File: src/rtl/cce_pkg.sv
// Constants for the call, clear-file and watchdog-clear execution block
package cce_pkg;
    // ************************************************************
    // Register map (AHB-Lite byte addresses)
    // ************************************************************
    localparam logic [7:0] CCE_CTRL_OFS = 8'h00;
    localparam logic [7:0] CCE_INSTR_OFS = 8'h04;
    localparam logic [7:0] CCE_LIT2_OFS = 8'h08;
    localparam logic [7:0] CCE_PC_OFS = 8'h0C;
    localparam logic [7:0] CCE_WREG_OFS = 8'h10;
    localparam logic [7:0] CCE_BANK_OFS = 8'h14;
    localparam logic [7:0] CCE_FLAGS_OFS = 8'h18;
    localparam logic [7:0] CCE_STACK_OFS = 8'h1C;
    localparam logic [7:0] CCE_SHADOW_OFS = 8'h20;
    localparam logic [7:0] CCE_WATCHDOG_OFS = 8'h24;
    localparam logic [7:0] CCE_FILE_OFS = 8'h28;
    localparam logic [7:0] CCE_FADDR_OFS = 8'h2C;
    // ************************************************************
    // Opcode fields
    // ************************************************************
    localparam logic [6:0] CCE_CALL_HI = 7'h76;
    localparam logic [3:0] CCE_CALL2_HI = 4'hF;
    localparam logic [6:0] CCE_ZF_HI = 7'h35;
    localparam logic [15:0] CCE_KICK_OP = 16'h0004;
    localparam int CCE_ZERO_BIT = 2;
    localparam int CCE_EXPIRY_BIT = 4;
    localparam int CCE_SLEEP_BIT = 3;
    localparam logic [20:0] CCE_RET_STEP = 21'h000004;
    localparam logic [1:0] CCE_NOP_LAST = 2'h3;
    // ************************************************************
    // Reset values
    // ************************************************************
    localparam logic [7:0] CCE_FLAGS_RST = 8'h18;
    localparam logic [7:0] CCE_WATCHDOG_RST = 8'h00;
    localparam logic [7:0] CCE_POST_RST = 8'h00;
    typedef enum logic [4:0] {
        CCE_Q1 = 5'h01,
        CCE_Q2 = 5'h02,
        CCE_Q3 = 5'h04,
        CCE_Q4 = 5'h08,
        CCE_CALL2 = 5'h10
    } cce_phase_e;
endpackage

File: src/rtl/cce_exec.sv
// Execution of subroutine call, clear-file and watchdog-clear instructions
//
// The address map and register access over AHB-Lite are this design's own decisions.
`timescale 1ns/1ps
// Operation
// - Call: two words, two cycles, k to PC
// - Call pushes call address plus four
// - Fast call copies W, bank, flags to shadows
// - Clear-file writes zero, sets zero flag only
// - Clear-file decode 0110101a, access bit selects bank
// - Pattern 0x0004 is watchdog-clear, one cycle
// - Watchdog-clear zeroes watchdog counter
// - Watchdog-clear zeroes watchdog postscaler
// - Watchdog-clear sets expiry and sleep flags
module cce_exec
    import cce_pkg::*;
(
    // Clock and reset
    input wire logic clk,
    input wire logic reset,
    // AHB-Lite slave
    input wire logic hsel,
    input wire logic [31:0] haddr,
    input wire logic [1:0] htrans,
    input wire logic hwrite,
    input wire logic [2:0] hsize,
    input wire logic [31:0] hwdata,
    input wire logic hready,
    output logic [31:0] hrdata,
    output logic hreadyout,
    output logic hresp,
    // Execution status
    output logic busy,
    output logic [20:0] pc_out,
    output logic [7:0] watchdog_count
);
    // ************************************************************
    // State
    // ************************************************************
    cce_phase_e ph_q, ph_d;
    logic [15:0] instr_q, instr_d;
    logic [15:0] lit2_q, lit2_d;
    logic [20:0] pc_q, pc_d;
    logic [7:0] wreg_q, wreg_d;
    logic [7:0] bank_select_q, bank_select_d;
    logic [7:0] flags_q, flags_d;
    logic [20:0] stack_top_entry_q, stack_top_entry_d;
    logic [7:0] accumulator_shadow_q, accumulator_shadow_d;
    logic [7:0] bank_select_shadow_q, bank_select_shadow_d;
    logic [7:0] flags_shadow_q, flags_shadow_d;
    logic [7:0] watchdog_q, watchdog_d;
    logic [7:0] wd_post_q, wd_post_d;
    logic [7:0] file_q, file_d;
    logic [11:0] faddr_q, faddr_d;
    logic [7:0] fdata_q, fdata_d;
    logic busy_q, busy_d;
    logic hreadyout_q, hreadyout_d;
    logic [1:0] nop_cnt_q, nop_cnt_d;
    logic [31:0] hrdata_q, hrdata_d;
    logic wr_pend_q, wr_pend_d;
    logic rd_pend_q, rd_pend_d;
    logic [7:0] addr_q, addr_d;
    logic go;
    logic is_call, is_zf, is_kick;
    logic [31:0] rd_mux;

    // ************************************************************
    // Decode
    // ************************************************************
    always_comb begin
        is_call = (instr_q[15:9] == CCE_CALL_HI);
        is_zf = (instr_q[15:9] == CCE_ZF_HI);
        is_kick = (instr_q == CCE_KICK_OP);
    end

    always_comb begin
        case (addr_q)
            CCE_CTRL_OFS: rd_mux = {31'h0, busy_q};
            CCE_INSTR_OFS: rd_mux = {16'h0, instr_q};
            CCE_LIT2_OFS: rd_mux = {16'h0, lit2_q};
            CCE_PC_OFS: rd_mux = {11'h0, pc_q};
            CCE_WREG_OFS: rd_mux = {24'h0, wreg_q};
            CCE_BANK_OFS: rd_mux = {24'h0, bank_select_q};
            CCE_FLAGS_OFS: rd_mux = {24'h0, flags_q};
            CCE_STACK_OFS: rd_mux = {11'h0, stack_top_entry_q};
            CCE_SHADOW_OFS: rd_mux = {8'h0, flags_shadow_q, bank_select_shadow_q,
                accumulator_shadow_q};
            CCE_WATCHDOG_OFS: rd_mux = {16'h0, wd_post_q, watchdog_q};
            CCE_FILE_OFS: rd_mux = {24'h0, file_q};
            CCE_FADDR_OFS: rd_mux = {20'h0, faddr_q};
            default: rd_mux = 32'h0;
        endcase
    end

    // ************************************************************
    // Bus slave and execution sequencing
    // ************************************************************
    always_comb begin
        ph_d = ph_q;
        instr_d = instr_q;
        lit2_d = lit2_q;
        pc_d = pc_q;
        wreg_d = wreg_q;
        bank_select_d = bank_select_q;
        flags_d = flags_q;
        stack_top_entry_d = stack_top_entry_q;
        accumulator_shadow_d = accumulator_shadow_q;
        bank_select_shadow_d = bank_select_shadow_q;
        flags_shadow_d = flags_shadow_q;
        watchdog_d = watchdog_q;
        wd_post_d = wd_post_q;
        file_d = file_q;
        faddr_d = faddr_q;
        fdata_d = fdata_q;
        busy_d = busy_q;
        nop_cnt_d = nop_cnt_q;
        hrdata_d = hrdata_q;
        go = 1'b0;
        wr_pend_d = 1'b0;
        rd_pend_d = 1'b0;
        addr_d = addr_q;
        if (hsel && hready && htrans[1]) begin
            addr_d = haddr[7:0];
            wr_pend_d = hwrite;
            rd_pend_d = !hwrite;
        end
        hreadyout_d = !rd_pend_d;
        if (rd_pend_q) begin
            hrdata_d = rd_mux;
        end
        if (wr_pend_q && !busy_q) begin
            case (addr_q)
                CCE_CTRL_OFS: go = hwdata[0];
                CCE_INSTR_OFS: instr_d = hwdata[15:0];
                CCE_LIT2_OFS: lit2_d = hwdata[15:0];
                CCE_PC_OFS: pc_d = hwdata[20:0];
                CCE_WREG_OFS: wreg_d = hwdata[7:0];
                CCE_BANK_OFS: bank_select_d = hwdata[7:0];
                CCE_FLAGS_OFS: flags_d = hwdata[7:0];
                CCE_WATCHDOG_OFS: begin
                    watchdog_d = hwdata[7:0];
                    wd_post_d = hwdata[15:8];
                end
                CCE_FILE_OFS: file_d = hwdata[7:0];
                default: ;
            endcase
        end
        case (ph_q)
            CCE_Q1: begin
                if (go) begin
                    busy_d = 1'b1;
                    ph_d = CCE_Q2;
                end
            end
            CCE_Q2: begin
                // Read operand, form bank address
                faddr_d = instr_q[8] ? {bank_select_q[3:0], instr_q[7:0]} :
                    {4'h0, instr_q[7:0]};
                fdata_d = file_q;
                ph_d = CCE_Q3;
            end
            CCE_Q3: begin
                if (is_call) begin
                    stack_top_entry_d = 21'(pc_q + CCE_RET_STEP);
                    if (instr_q[8]) begin
                        accumulator_shadow_d = wreg_q;
                        bank_select_shadow_d = bank_select_q;
                        flags_shadow_d = flags_q;
                    end
                end
                if (is_zf) begin
                    fdata_d = 8'h00;
                end
                ph_d = CCE_Q4;
            end
            CCE_Q4: begin
                if (is_zf) begin
                    file_d = fdata_q;
                    flags_d[CCE_ZERO_BIT] = 1'b1;
                end
                if (is_kick) begin
                    watchdog_d = CCE_WATCHDOG_RST;
                    wd_post_d = CCE_POST_RST;
                    flags_d[CCE_EXPIRY_BIT] = 1'b1;
                    flags_d[CCE_SLEEP_BIT] = 1'b1;
                end
                if (is_call && lit2_q[15:12] == CCE_CALL2_HI) begin
                    pc_d = {lit2_q[11:0], instr_q[7:0], 1'b0};
                    nop_cnt_d = 2'h0;
                    ph_d = CCE_CALL2;
                end else begin
                    if (!is_call) begin
                        pc_d = 21'(pc_q + 21'h000002);
                    end
                    busy_d = 1'b0;
                    ph_d = CCE_Q1;
                end
            end
            CCE_CALL2: begin
                // Second instruction cycle: four no-op phases
                if (nop_cnt_q == CCE_NOP_LAST) begin
                    busy_d = 1'b0;
                    ph_d = CCE_Q1;
                end else begin
                    nop_cnt_d = 2'(nop_cnt_q + 2'h1);
                end
            end
            default: ph_d = CCE_Q1;
        endcase
    end

    always_ff @(posedge clk) begin
        if (reset) begin
            ph_q <= CCE_Q1;
            instr_q <= 16'h0000;
            lit2_q <= 16'h0000;
            pc_q <= 21'h000000;
            wreg_q <= 8'h00;
            bank_select_q <= 8'h00;
            flags_q <= CCE_FLAGS_RST;
            stack_top_entry_q <= 21'h000000;
            accumulator_shadow_q <= 8'h00;
            bank_select_shadow_q <= 8'h00;
            flags_shadow_q <= 8'h00;
            watchdog_q <= CCE_WATCHDOG_RST;
            wd_post_q <= CCE_POST_RST;
            file_q <= 8'h00;
            faddr_q <= 12'h000;
            fdata_q <= 8'h00;
            busy_q <= 1'b0;
            hreadyout_q <= 1'b1;
            nop_cnt_q <= 2'h0;
            hrdata_q <= 32'h0;
            wr_pend_q <= 1'b0;
            rd_pend_q <= 1'b0;
            addr_q <= 8'h00;
        end else begin
            ph_q <= ph_d;
            instr_q <= instr_d;
            lit2_q <= lit2_d;
            pc_q <= pc_d;
            wreg_q <= wreg_d;
            bank_select_q <= bank_select_d;
            flags_q <= flags_d;
            stack_top_entry_q <= stack_top_entry_d;
            accumulator_shadow_q <= accumulator_shadow_d;
            bank_select_shadow_q <= bank_select_shadow_d;
            flags_shadow_q <= flags_shadow_d;
            watchdog_q <= watchdog_d;
            wd_post_q <= wd_post_d;
            file_q <= file_d;
            faddr_q <= faddr_d;
            fdata_q <= fdata_d;
            busy_q <= busy_d;
            hreadyout_q <= hreadyout_d;
            nop_cnt_q <= nop_cnt_d;
            hrdata_q <= hrdata_d;
            wr_pend_q <= wr_pend_d;
            rd_pend_q <= rd_pend_d;
            addr_q <= addr_d;
        end
    end

    // ************************************************************
    // Outputs
    // ************************************************************
    always_comb begin
        hrdata = hrdata_q;
        hreadyout = hreadyout_q;
        hresp = 1'b0;
        busy = busy_q;
        pc_out = pc_q;
        watchdog_count = watchdog_q;
    end

    // ************************************************************
    // Checks
    // ************************************************************
    a_call_pc_load: assert property (@(posedge clk) disable iff (reset)
        (ph_q == CCE_Q4 && is_call && lit2_q[15:12] == CCE_CALL2_HI) |=>
        (pc_q == {$past(lit2_q[11:0]), $past(instr_q[7:0]), 1'b0} && busy_q)
        ##1 busy_q [*3] ##1 !busy_q)
        else $error("call target not loaded");
    a_call_push: assert property (@(posedge clk) disable iff (reset)
        (ph_q == CCE_Q3 && is_call) |=> stack_top_entry_q == $past(pc_q) + CCE_RET_STEP)
        else $error("return address wrong");
    a_fast_shadow: assert property (@(posedge clk) disable iff (reset)
        (ph_q == CCE_Q3 && is_call && instr_q[8]) |=>
        accumulator_shadow_q == $past(wreg_q) && flags_shadow_q == $past(flags_q)
        && bank_select_shadow_q == $past(bank_select_q))
        else $error("shadow copy missing");
    a_zero_file: assert property (@(posedge clk) disable iff (reset)
        (ph_q == CCE_Q4 && is_zf) |=> file_q == 8'h00 && flags_q[CCE_ZERO_BIT]
        && flags_q[1:0] == $past(flags_q[1:0]))
        else $error("clear-file result wrong");
    a_bank_sel: assert property (@(posedge clk) disable iff (reset)
        (ph_q == CCE_Q2 && is_zf && !instr_q[8]) |=> faddr_q[11:8] == 4'h0)
        else $error("access bank not selected");
    a_zf_timing: assert property (@(posedge clk) disable iff (reset)
        (ph_q == CCE_Q1 && go && is_zf) |=> ##3 (ph_q == CCE_Q1 && !busy_q))
        else $error("clear-file not one cycle");
    a_kick_time: assert property (@(posedge clk) disable iff (reset)
        (ph_q == CCE_Q1 && go && is_kick) |=> busy_q [*3] ##1 !busy_q)
        else $error("watchdog-clear not one cycle");
    a_kick_count: assert property (@(posedge clk) disable iff (reset)
        (ph_q == CCE_Q4 && is_kick) |=> watchdog_q == CCE_WATCHDOG_RST)
        else $error("watchdog not cleared");
    a_kick_post: assert property (@(posedge clk) disable iff (reset)
        (ph_q == CCE_Q4 && is_kick) |=> wd_post_q == CCE_POST_RST)
        else $error("postscaler not cleared");
    a_kick_flags: assert property (@(posedge clk) disable iff (reset)
        (ph_q == CCE_Q4 && is_kick) |=> flags_q[CCE_EXPIRY_BIT] && flags_q[CCE_SLEEP_BIT])
        else $error("status flags not set");
endmodule

File: config.mk
export PLATFORM = sky130hd
export DESIGN_NAME = cce_exec
export DESIGN_NICKNAME = d
export VERILOG_FILES = /design/src/rtl/cce_pkg.sv /design/src/rtl/cce_exec.sv
export SDC_FILE = /design/constraint.sdc
export NUM_CORES = 1
export LEC_CHECK = 0
export BUFFER_PORTS_ARGS = -buffer_cell sky130_fd_sc_hd__buf_4
export CAP_MARGIN = 10
export CORE_UTILIZATION = 54
export CTS_BUF_LIST = sky130_fd_sc_hd__clkbuf_8
export DETAILED_ROUTE_END_ITERATION = 8
export GPL_TIMING_DRIVEN = 0
export PLACE_DENSITY = 0.86
export SLEW_MARGIN = 25
export SYNTH_ARGS = -nofsm -noshare
export SYNTH_HDL_FRONTEND = slang
export SYNTH_SLANG_ARGS = --single-unit
File: constraint.sdc
create_clock -name clk -period 2 [get_ports clk]
set_input_delay 0.6 -clock clk [delete_from_list [all_inputs] [get_ports clk]]
set_output_delay 0.6 -clock clk [all_outputs]
set_load 0.05 [all_outputs]
==> metrics.md <==
| Metric | Value |
|---|---|
| DP Worst Slack | `-0.651 ns` |
| Final setup violating endpoints | `36` |
| Reg2Reg Depth | `7` |
| Net Sw Power | `2.27 mW` |
| Startpoint Class | `flop` |
| Fraction of synthesized area in multiplexers | `4.13%` |
| Hold Crit Start | `hwrite` |
| Leading cell type in the layout, fill and taps excluded | `nand2_1` |
| Initial antenna violation count | `1` |
| Status | `finished with violations` |
| Routed vias/inst | `6.68` |
| Final Max Tran Viols | `0` |
| Worst EP arrival | `2.61 ns` |
| Max Clk Rate | `462 MHz` |
| Die area | `18800 µm²` |
| CP Cell Sequence | `buf_6 -> nor4b_4 -> and2_4 -> buf_6 -> a222oi_1 -> nand2_1 -> a22o_1` |
| Part of the cycle the worst path needs | `108%` |
| GP Congestion | `1.06` |
| Synth Register Bits | `209` |
| Die Ht | `137 µm` |
| Post-Layout Cell Count | `1635` |
| Sw Share | `25.4%` |
| Total grt overflow | `0` |
| Clock Sink Count | `209` |
| Tightest Hold Check Type | `input port to flop` |
| WHS Endpoint | `rd_pend_q` |
| Avg Inst Size Synth | `8.26 µm²` |
| Compound-gate portion of the synthesized area | `21.5%` |
| Root buf cell | `clkbuf_8` |
| Crit path top cell by count | `buf_6` |
| CP max stage cell | `a222oi_1` |
| Post-synth EDFFs | `0` |
| DRC | `5` |
| Initial detailed-routing violation count | `1838` |
| Ratio of cells with drive above 1 in the final layout | `27.5%` |
| Cells after Synth | `1194` |
| Relative slew margins | `36.2%` |
| First-pass GRT wire length | `57900 µm` |
| Design area | `12800 µm²` |
| Fraction of the mapped netlist area in simple logic gates | `23.1%` |
| WP data required | `2.44 ns` |
| Share of total power in combinational logic | `5.9%` |
| Worst Skew | `0.0157 ns` |
| Ys async rst share | `0%` |
| R2R Path End | `hrdata[14]` |
| DR pass1 iterations | `9` |
| Yosys warning total | `0` |
| Clock group share of total power | `47.4%` |
| CP endpoint kind | `flop` |
| Mapped cell area | `9870 µm²` |
| CTS buffer count | `36` |
| Worst Tran Pin Value | `0.957 ns` |
| Worst reg2reg setup slack | `-0.16 ns` |
| Total track usage | `42.3%` |
| CP Buf/Inv Count | `2` |
| # placed instances | `1512` |
| Synth Flop Type | `dfxtp_1` |
| Crit-path max cell delay | `0.63 ns` |
| Fin crit period | `2.16 ns` |
| DP HPWL | `27900 µm` |
| RSZ-0062 raised after global routing | `yes` |
| Hold Path Depth | `2` |
| Crit Path Category | `flop to flop` |
| Distinct cells, synth | `75` |
| Detailed-route wire length | `41300 µm` |
| Pleak | `4.83 nW` |
| Row count | `49` |
| PD cells | `699 nW/µm²` |
| Maxcap violations | `0` |
| Vias in the first global route | `9941` |
| Core area | `18000 µm²` |
| Post-layout util | `71.3%` |
| Clock latency on the worst-skew pair | `0.55 ns` |
| Post-Synth XOR/XNOR Area | `3.02%` |
| Clock transition at path regs | `0.06 ns` |
| R2R Path Start | `addr_q[5]` |
| Power Internal | `6.67 mW` |
| Clock buffer depth | `3` |
| Max VDD drop | `0.679 mV` |
| Largest net degree at the start of global routing | `18` |
| Largest family of logic cells by synthesized area | `simple AND/OR/NAND/NOR gates` |
| CTS tree | `yes` |
| DIE WIDTH | `137 µm` |
| Port buffer count | `81` |
| Top-level I/O count | `138` |
| Antenna viol nets, final | `0` |
| Fin nets | `1456` |
| Crit path max fanout | `10` |
| Area Growth Syn to Fin | `29.7%` |
| Seq/Total Area, Yosys | `42.4%` |
| Avg WL per Cell | `25.3 µm` |
| Post-DP Area | `10900 µm²` |
| # fillers | `1367` |
| Via count | `10916` |
| Failing checks | `design-rule violations, negative setup slack` |
| Final Hold Vio Count | `0` |
| Most frequent cells in the layout | `nand2_1, dfxtp_1, buf_4` |
| Crit path depth | `7` |
| Delay-heaviest family, CP | `compound AO/OA/AOI/OAI gates` |
| Initial Util | `54.9%` |
| Final worst-path setup slack | `-0.165 ns` |
| Sequential Power Share | `46.7%` |
| ANT cells | `0` |
| Synth Area in Adders | `0.380%` |
| H-Tree Depth | `2` |
logic make-up after synthesis:
logic type      count (synthesis)
other cells                     1
compound gates                316
flops                         209
buf+inv                       115
xor+xnor                       34
simple gates                  478
mux                            38
fa+ha+maj                       3
flip-flops by register name (all words and copies together), names as in the netlist:
register              flops
fdata_q                   8
hrdata                   24
lit2_q                   16
wd_post_q                 8
busy                      1
bank_select_shadow_q      8
rd_pend_q                 1
flags_shadow_q            8
nop_cnt_q                 2
wr_pend_q                 1
bank_select_q             8
wreg_q                    8
watchdog_count            8
hreadyout                 1
instr_q                  16
file_q                    8
pc_out                   21
flags_q                   8
ph_q                      5
accumulator_shadow_q      8
faddr_q                  12
addr_q                    8
stack_top_entry_q        21
power by group through the flow:
stage	registers, mW	clock network (mW)	logic, mW
2_1_floorplan	4.27	0	0.242
3_3_place_gp	4.27	0	0.425
3_5_place_dp	4.27	0	0.429
4_1_cts	4.18	4.19	0.479
5_1_grt	4.18	4.40	0.533
6_report	4.18	4.24	0.526
final cells by class:
cell class,count,area (µm²),area share [%]
repair buffers,154,1250,9.73
well taps,229,287,2.24
multi-input cells,878,5570,43.5
plain buffers,94,672,5.25
inverters,6,22.5,0.176
clock buffers,43,592,4.62
clock inverters,22,179,1.40
flip-flops and latches,209,4230,33.0
cell usage after synthesis, types with 7 or more instances:
library cell    n  area [µm²]
mux2i_1        19         190
xnor2_1        21         184
dfxtp_1       209        4180
nand3_1        41         205
nor4_1         11        68.8
a22o_1         14         123
nand2_1       263         987
nor3_1          8        40.0
mux2_2         17         191
o21ai_0        10        50.1
buf_4          13        97.6
a22oi_1        49         368
nand4_1        15        93.8
nor2_1         74         278
a21oi_1       142         711
a211oi_1       25         188
o22ai_1         7        43.8
buf_2          34         170
xor2_1         13         114
a222oi_1       30         300
clkbuf_1       60         225
worst max path at each step:
stage                     slack, ns          to   startpoint
after floorplan               -0.10  pc_out[18]    pc_out[8]
after global placement        -0.95   file_q[7]  instr_q[14]
after detailed placement      -0.65  flags_q[2]    addr_q[0]
after CTS                     -0.10  pc_out[16]    addr_q[7]
after global routing          -0.15  pc_out[16]         busy
final                         -0.16  hrdata[14]    addr_q[5]
routing by layer:
metal	vias to the layer above	wire, µm	global-route usage, %
met5	-	0	0
met4	0	2840	27.2
met3	256	6370	14.0
met2	958	17300	61.5
met1	5032	14800	53.4
li1	4670	-	-
repair_timing:
| item | CTS | global route |
|---|---|---|
| pin swaps | 29 | 33 |
| setup endpoints to repair | 180 | 167 |
| hold buffers | 0 | 0 |
| setup buffers | 35 | 33 |
| gates cloned | 0 | 5 |
| resized for setup | 117 | 85 |
metrics by stage:
stage / power, mW / hold slack [ns] / TNS, ns
final: 8.95 / 0.246 / -1.48
after global routing: 9.11 / 0.250 / -2.41
after CTS: 8.85 / 0.249 / -0.323
after detailed placement: 4.70 / 0.448 / -66.39
after global placement: 4.69 / 0.443 / -69.58
after floorplan: 4.51 / 0.431 / -0.101
No activity file was read; power rests on OpenSTA's default activity.
